==> src/hdl/interval_timer_pkg.sv <==
// Functional notes
// [RULE1] Hold a 16-bit down-counter, decremented once per n processor clock cycles.
// [RULE2] An 8-bit prescale setting holds n minus one.
// [RULE3] Raise a timer interrupt request when the down-counter reaches zero.
// [RULE4] On zero, reload the counter from the 16-bit period so interrupts repeat.
// [RULE5] Interrupt is a one-cycle pulse; prescale counter reloads on each expiry.
package interval_timer_pkg;

    localparam int unsigned COUNT_WIDTH = 16;
    localparam int unsigned SCALE_WIDTH = 8;
    localparam int unsigned ADDR_WIDTH = 12;

    // Register byte offsets
    localparam logic [11:0] COUNT_OFFSET = 12'h000;
    localparam logic [11:0] SCALE_OFFSET = 12'h004;
    localparam logic [11:0] PERIOD_OFFSET = 12'h008;
    localparam logic [11:0] CONTROL_OFFSET = 12'h00c;

    // Control register fields
    localparam int unsigned CTRL_ENABLE_BIT = 0;

    // Values after reset
    localparam logic [15:0] COUNT_RESET = 16'h0000;
    localparam logic [7:0] SCALE_RESET = 8'h00;
    localparam logic [15:0] PERIOD_RESET = 16'h0000;
    localparam logic ENABLE_RESET = 1'b0;

    typedef enum logic [1:0] {
        REG_COUNT = 2'h0,
        REG_SCALE = 2'h1,
        REG_PERIOD = 2'h2,
        REG_CONTROL = 2'h3
    } reg_sel_type;

    // Register write strobe bundle from the bus slave
    typedef struct packed {
        logic count_we;
        logic scale_we;
        logic period_we;
        logic control_we;
        logic [31:0] wdata;
    } reg_write_type;

    // Timer settings (enable, prescale, period) held inside the timer state register
    typedef struct packed {
        logic enable;
        logic [7:0] scale;
        logic [15:0] period;
    } timer_cfg_type;

endpackage : interval_timer_pkg

==> src/hdl/interval_timer.sv <==
// The register offsets and the APB register port were decided locally.
`timescale 1ns/100ps
`default_nettype none
module interval_timer (
    input wire logic core_clk,
    input wire logic rst_n,
    input wire logic psel,
    input wire logic penable,
    input wire logic pwrite,
    input wire logic [11:0] paddr,
    input wire logic [31:0] pwdata,
    input wire logic [3:0] pstrb,
    output logic pready,
    output logic pslverr,
    output logic [31:0] prdata,
    output logic timer_irq
);

    typedef struct packed {
        interval_timer_pkg::timer_cfg_type cfg;
        logic [15:0] count;
        logic irq;
    } timer_state_type;

    timer_state_type state_r;
    timer_state_type state_nxt;
    interval_timer_pkg::reg_write_type wr;
    logic tick;

    timer_apb_slave u_bus (
        .core_clk(core_clk),
        .rst_n(rst_n),
        .psel(psel),
        .penable(penable),
        .pwrite(pwrite),
        .paddr(paddr),
        .pwdata(pwdata),
        .pstrb(pstrb),
        .status_word_0({16'h0000, state_r.count}),
        .status_word_1({24'h000000, state_r.cfg.scale}),
        .status_word_2({16'h0000, state_r.cfg.period}),
        .status_word_3({31'h00000000, state_r.cfg.enable}),
        .pready(pready),
        .pslverr(pslverr),
        .prdata(prdata),
        .wr(wr)
    );

    // Divides the core clock by scale+1
    timer_prescaler u_presc (
        .core_clk(core_clk),
        .rst_n(rst_n),
        .run(state_r.cfg.enable),
        .scale(state_r.cfg.scale),
        .tick(tick)
    );

    // Down-counter, reload and interrupt pulse; a software count write beats a tick
    always_comb begin
        state_nxt = state_r;
        state_nxt.irq = 1'b0; // [RULE5]
        if (wr.scale_we) begin
            state_nxt.cfg.scale = wr.wdata[7:0]; // [RULE2]
        end
        if (wr.period_we) begin
            state_nxt.cfg.period = wr.wdata[15:0];
        end
        if (wr.control_we) begin
            state_nxt.cfg.enable = wr.wdata[interval_timer_pkg::CTRL_ENABLE_BIT];
        end
        if (wr.count_we) begin
            state_nxt.count = wr.wdata[15:0];
        end else if (tick) begin
            if (state_r.count == 16'h0001 || state_r.count == 16'h0000) begin
                // Zero reached: request and reload in the same step
                state_nxt.irq = 1'b1; // [RULE3]
                state_nxt.count = state_r.cfg.period; // [RULE4]
            end else begin
                state_nxt.count = state_r.count - 16'h0001; // [RULE1]
            end
        end
    end

    always_ff @(posedge core_clk) begin
        if (!rst_n) begin
            state_r.cfg.enable <= interval_timer_pkg::ENABLE_RESET;
            state_r.cfg.scale <= interval_timer_pkg::SCALE_RESET;
            state_r.cfg.period <= interval_timer_pkg::PERIOD_RESET;
            state_r.count <= interval_timer_pkg::COUNT_RESET;
            state_r.irq <= 1'b0;
        end else begin
            state_r <= state_nxt;
        end
    end

    assign timer_irq = state_r.irq;

endmodule // interval_timer
`default_nettype wire

==> src/hdl/timer_prescaler.sv <==
`timescale 1ns/100ps
`default_nettype none
module timer_prescaler (
    input wire logic core_clk,
    input wire logic rst_n,
    input wire logic run,
    input wire logic [7:0] scale,
    output logic tick
);

    typedef struct packed {
        logic [7:0] cnt;
    } presc_state_type;

    presc_state_type state_r;
    presc_state_type state_nxt;

    // Tick fires when the counter has run through scale+1 cycles
    assign tick = run && (state_r.cnt == 8'h00); // [RULE2]

    // Count down, reload n-1 on expiry; held at setting while stopped
    always_comb begin
        state_nxt = state_r;
        if (!run) begin
            state_nxt.cnt = scale;
        end else if (state_r.cnt == 8'h00) begin
            state_nxt.cnt = scale; // [RULE5]
        end else begin
            state_nxt.cnt = state_r.cnt - 8'h01;
        end
    end

    always_ff @(posedge core_clk) begin
        if (!rst_n) begin
            state_r <= '{cnt: interval_timer_pkg::SCALE_RESET};
        end else begin
            state_r <= state_nxt;
        end
    end

endmodule // timer_prescaler
`default_nettype wire

==> src/hdl/timer_apb_slave.sv <==
`timescale 1ns/100ps
`default_nettype none
module timer_apb_slave (
    input wire logic core_clk,
    input wire logic rst_n,
    input wire logic psel,
    input wire logic penable,
    input wire logic pwrite,
    input wire logic [11:0] paddr,
    input wire logic [31:0] pwdata,
    input wire logic [3:0] pstrb,
    input wire logic [31:0] status_word_0,
    input wire logic [31:0] status_word_1,
    input wire logic [31:0] status_word_2,
    input wire logic [31:0] status_word_3,
    output logic pready,
    output logic pslverr,
    output logic [31:0] prdata,
    output interval_timer_pkg::reg_write_type wr
);

    // Maps a byte address to a register, flagging unmapped ones
    function automatic logic decode(input logic [11:0] a, output interval_timer_pkg::reg_sel_type sel);
        decode = 1'b1;
        sel = interval_timer_pkg::REG_COUNT;
        case (a)
            interval_timer_pkg::COUNT_OFFSET: sel = interval_timer_pkg::REG_COUNT;
            interval_timer_pkg::SCALE_OFFSET: sel = interval_timer_pkg::REG_SCALE;
            interval_timer_pkg::PERIOD_OFFSET: sel = interval_timer_pkg::REG_PERIOD;
            interval_timer_pkg::CONTROL_OFFSET: sel = interval_timer_pkg::REG_CONTROL;
            default: decode = 1'b0;
        endcase
    endfunction

    interval_timer_pkg::reg_sel_type sel;
    logic hit;
    logic access;
    logic [31:0] rdata_nxt;

    // Zero-wait slave: every access phase completes at once
    assign pready = 1'b1;
    assign access = psel && penable;

    always_comb begin
        hit = decode(paddr, sel);
        pslverr = access && !hit;
        wr.wdata = pwdata;
        // Writes need all lanes; partial strobes are ignored to keep fields coherent
        wr.count_we = access && pwrite && hit && (pstrb == 4'hf) && (sel == interval_timer_pkg::REG_COUNT);
        wr.scale_we = access && pwrite && hit && (pstrb == 4'hf) && (sel == interval_timer_pkg::REG_SCALE);
        wr.period_we = access && pwrite && hit && (pstrb == 4'hf) && (sel == interval_timer_pkg::REG_PERIOD);
        wr.control_we = access && pwrite && hit && (pstrb == 4'hf) && (sel == interval_timer_pkg::REG_CONTROL);
        case (sel)
            interval_timer_pkg::REG_COUNT: rdata_nxt = status_word_0;
            interval_timer_pkg::REG_SCALE: rdata_nxt = status_word_1;
            interval_timer_pkg::REG_PERIOD: rdata_nxt = status_word_2;
            default: rdata_nxt = status_word_3;
        endcase
        if (!hit) begin
            rdata_nxt = 32'h0000_0000;
        end
    end

    // Read data registered in setup, valid for the access phase
    always_ff @(posedge core_clk) begin
        if (!rst_n) begin
            prdata <= 32'h0000_0000;
        end else if (psel && !penable && !pwrite) begin
            prdata <= rdata_nxt;
        end
    end

endmodule // timer_apb_slave
`default_nettype wire

==> config.mk <==
export PLATFORM = sky130hd
export DESIGN_NAME = interval_timer
export DESIGN_NICKNAME = d
export VERILOG_FILES = /design/src/hdl/interval_timer_pkg.sv /design/src/hdl/interval_timer.sv /design/src/hdl/timer_prescaler.sv /design/src/hdl/timer_apb_slave.sv
export SDC_FILE = /design/constraint.sdc
export NUM_CORES = 1
export LEC_CHECK = 0
export ABC_CLOCK_PERIOD_IN_PS = 3050
export BUFFER_PORTS_ARGS = -buffer_cell sky130_fd_sc_hd__buf_2
export CAP_MARGIN = 10
export CORE_MARGIN = 2
export CORE_UTILIZATION = 47
export CTS_CLUSTER_SIZE = 28
export DETAILED_ROUTE_END_ITERATION = 8
export HOLD_SLACK_MARGIN = 0.08
export PLACE_DENSITY = 0.71
export RECOVER_POWER = 50
export SETUP_SLACK_MARGIN = 0.4
export SLEW_MARGIN = 20
export SYNTH_ARGS = -nofsm -noshare
export SYNTH_HDL_FRONTEND = slang
export SYNTH_SLANG_ARGS = --single-unit
==> constraint.sdc <==
create_clock -name core_clk -period 3.05 [get_ports core_clk]
set_input_delay 0.7625 -clock core_clk [delete_from_list [all_inputs] [get_ports core_clk]]
set_output_delay 0.7625 -clock core_clk [all_outputs]
set_load 0.05 [all_outputs]
==> results_dict.tcl <==
set metrics [dict create \
    max_cap_viol_count 0 \
    grt_pass1_wl_mm 16.4 \
    maximum_clock_frequency_mhz 356 \
    nets 569 \
    rows 31 \
    ir_drop_mv 0.193 \
    yosysSeqAreaShare_pct 37.5 \
    area_growth_syn_to_layout_pct 16.3 \
    ys_top_cells_by_area "dfxtp_1 38%, nand2_1 9.6%, a21oi_1 5.4%, buf_4 4.3%, o21ai_0 3.6%" \
    synth-main-ff-cell "dfxtp_1" \
    worst_skew_pair.late_latency_ns 0.35 \
    fin_worst_skew_ns 0.00754 \
    power.static_leakage_uw 0.00152 \
    synth.ff_latch_count 66 \
    min-delay-path-class "reg2reg" \
    floorplan.initialDensity_pct 48.5 \
    timing.final.crit_share_pct 92.2 \
    clkSinkCount 66 \
    power_density_mw_per_mm2 410 \
    grt_start_max_net_pins 18 \
    io_buffer_count 54 \
    fp.dieArea_sq_mm 0.00820 \
    first_global_vias 3269 \
    clkSlewWorstSetupHoldPaths_ns 0.07 \
    detail_route.wl_per_cell_microns 16.4 \
    drive_gt1_share_pct 15.9 \
    critPathKind "in2out" \
    hold_path_startpoint "u_bus.prdata[15]$_SDFFE_PN0P_" \
    path_max_fanout 2 \
    timing.max_slew.rel_slack_pct 48.9 \
    total_count_of_max_transition_violations_in_the_final_report 0 \
    route.antenna.remaining_nets 0 \
    cts_buffer_depth 2 \
    crit_arrival_ns 2.05 \
    hold_violations 0 \
    sw_frac_of_total_pct 26.7 \
    cts_tree "done" \
    netlist.area_leader.share_pct 37.5 \
    ff2ff_path_depth 8 \
    hold-path-cell-count 2 \
    yosysWarnings 0 \
    yosys-top-cells-count "90 x nand2_1, 66 x dfxtp_1, 38 x a21oi_1" \
    finalCoreUtilization_pct 56.4 \
    cell_internal_pwr_uw 1230 \
    maximum_level_of_the_cts_h_tree 3 \
    synth_enable_flop_cells 0 \
    fin_setup_tns_ns 0 \
    startpoint_types "primary input" \
    drt_first_iter_violations 291 \
    required_time_of_the_worst_setup_path_ns 2.29 \
    setup.worst_path.start "paddr[8]" \
    syn_avg_cell_area_sq_um 7.79 \
    ctsRootBufferMaster "clkbuf_8" \
    antenna_cells 0 \
    global_route.usage.total_pct 24.9 \
    rsz0062_at_grt "yes" \
    worst_slew_pin_slew_ns 0.767 \
    synth_async_sr_flop_share_pct 0 \
    design.core.area_sq_mm 0.00725 \
    netSwitchingPower_uw 449 \
    yosys.cell_types.count 54 \
    globalRoute.totalOverflow 0 \
    post-route-min-period_ns 2.81 \
    synthesis.area_sq_mm 0.00352 \
    status "finished, final reports clean" \
    place_hpwl_mm 7.44 \
    combinationalPowerShare_pct 7.2 \
    vias 3491 \
    vias_per_cell 5.68 \
    power_frac_clock_pct 41.5 \
    drt_pass1_iterations 5 \
    synth.most_common_cell "nand2_1" \
    regToRegStartpoint "state_r[1]$_SDFFE_PN0P_" \
    initial_antenna_violation_count 0 \
    floorplan.die.height_microns 90.6 \
    hold_buffers 0 \
    num_io_pins 88 \
    postSynthCellCount 452 \
    dieWidth_microns 90.6 \
    endpoint_kind "output port" \
    post-synth-top-area-cell "dfxtp_1" \
    setup_violations 0 \
    drc_errors 0 \
    pwr-share-seq_pct 51.2 \
    gp_congestion 0.876 \
    drt_wl_total_mm 10.1 \
    tritoncts.num_buffers 9 \
]
metrics by stage:
step / setup WS [ns] / instances / instance area [sq um] / power [uW] / hold WS (ns)
global route: 0.178 / 615 / 4090 / 1740 / 0.475
finish: 0.238 / 615 / 4090 / 1680 / 0.450
CTS: 0.334 / 614 / 4130 / 1690 / 0.453
global placement: 0.195 / 597 / 3920 / 999 / 0.430
floorplan: 0.213 / 467 / 3600 / 974 / 0.437
detailed placement: 0.164 / 597 / 3920 / 1000 / 0.438
final cells by class:
type	count	area (sq um)
Clock inverter	5	38.8
Timing Repair Buffer	77	440
Fill cell	738	3160
Multi-Input combinational cell	350	1990
Sequential cell	66	1320
Clock buffer	11	151
Inverter	7	26.3
Tap cell	99	124
worst paths after layout:
kind / end / slack [ns]
setup / recovery: pslverr / 0.24
hold / removal: u_bus.prdata[15]$_SDFFE_PN0P_ / 0.45
setup reg to reg: state_r[10]$_SDFFE_PN0P_ / 0.55
hold reg to reg: u_bus.prdata[15]$_SDFFE_PN0P_ / 0.45
sequential cells by signal, summed over array words and instances (netlist names):
signal and flops:
state_r 41, timer_irq 1, u_bus.prdata 16, u_presc.state_r 8
placed cells by master (no fill, tap or decap), types with 3 or more instances in the layout:
cell        instances
nor3_1             12
o21ai_0            25
ha_1                5
or4_1               5
xnor2_1             3
nor2_1             29
nor4_1              4
conb_1             17
clkbuf_8           11
o21ai_1             3
a21oi_1            38
o211ai_1            7
clkbuf_1           23
buf_4              15
a22oi_1            15
inv_1               7
nand2_1            90
a31oi_1             6
clkinvlp_4          4
a211oi_1           13
nand3_1             8
nor4_4              3
dfxtp_1            66
xor2_1              3
nand4_1             9
and3_1              9
or3_1               3
a22o_1              7
buf_2              35
power groups by stage:
stage / registers, uW / logic, uW / clock network [uW]
final: 861 / 121 / 698
after global routing: 861 / 129 / 750
after CTS: 861 / 121 / 710
after detailed placement: 881 / 119 / 0
after global placement: 881 / 117 / 0
after floorplan: 881 / 93.0 / 0
worst max-delay path: stages:
cell and delay [ns]:
buf_6 0.09, or4_1 0.57, nor4_4 0.21, clkbuf_1 0.21, nor2_4 0.06, buf_8 0.15
routing by layer:
metal	part of all wire [%]	GRT usage, %
met5	0	0
met4	0.92	8.21
met3	5.8	4.51
met2	48	41.0
met1	46	33.0
kinds of logic after synthesis:
group,Yosys count,share of synthesized area [%]
adders and majority gates,5,1.78
muxes,3,1.24
other,2,0.213
AOI/OAI and AO/OA,130,23.5
buffers and inverters,51,7.71
xor gates and xnor gates,6,1.49
DFF,66,37.5
and+or+nand+nor,189,26.5
timing repair:
item                       4_1_cts  5_1_grt
setup endpoints to repair        1        1
cloned                           0        0
gates resized for setup          4        0
setup buffers                    1        1
pin swaps                        3        0
(Power assumes the default switching activity.)
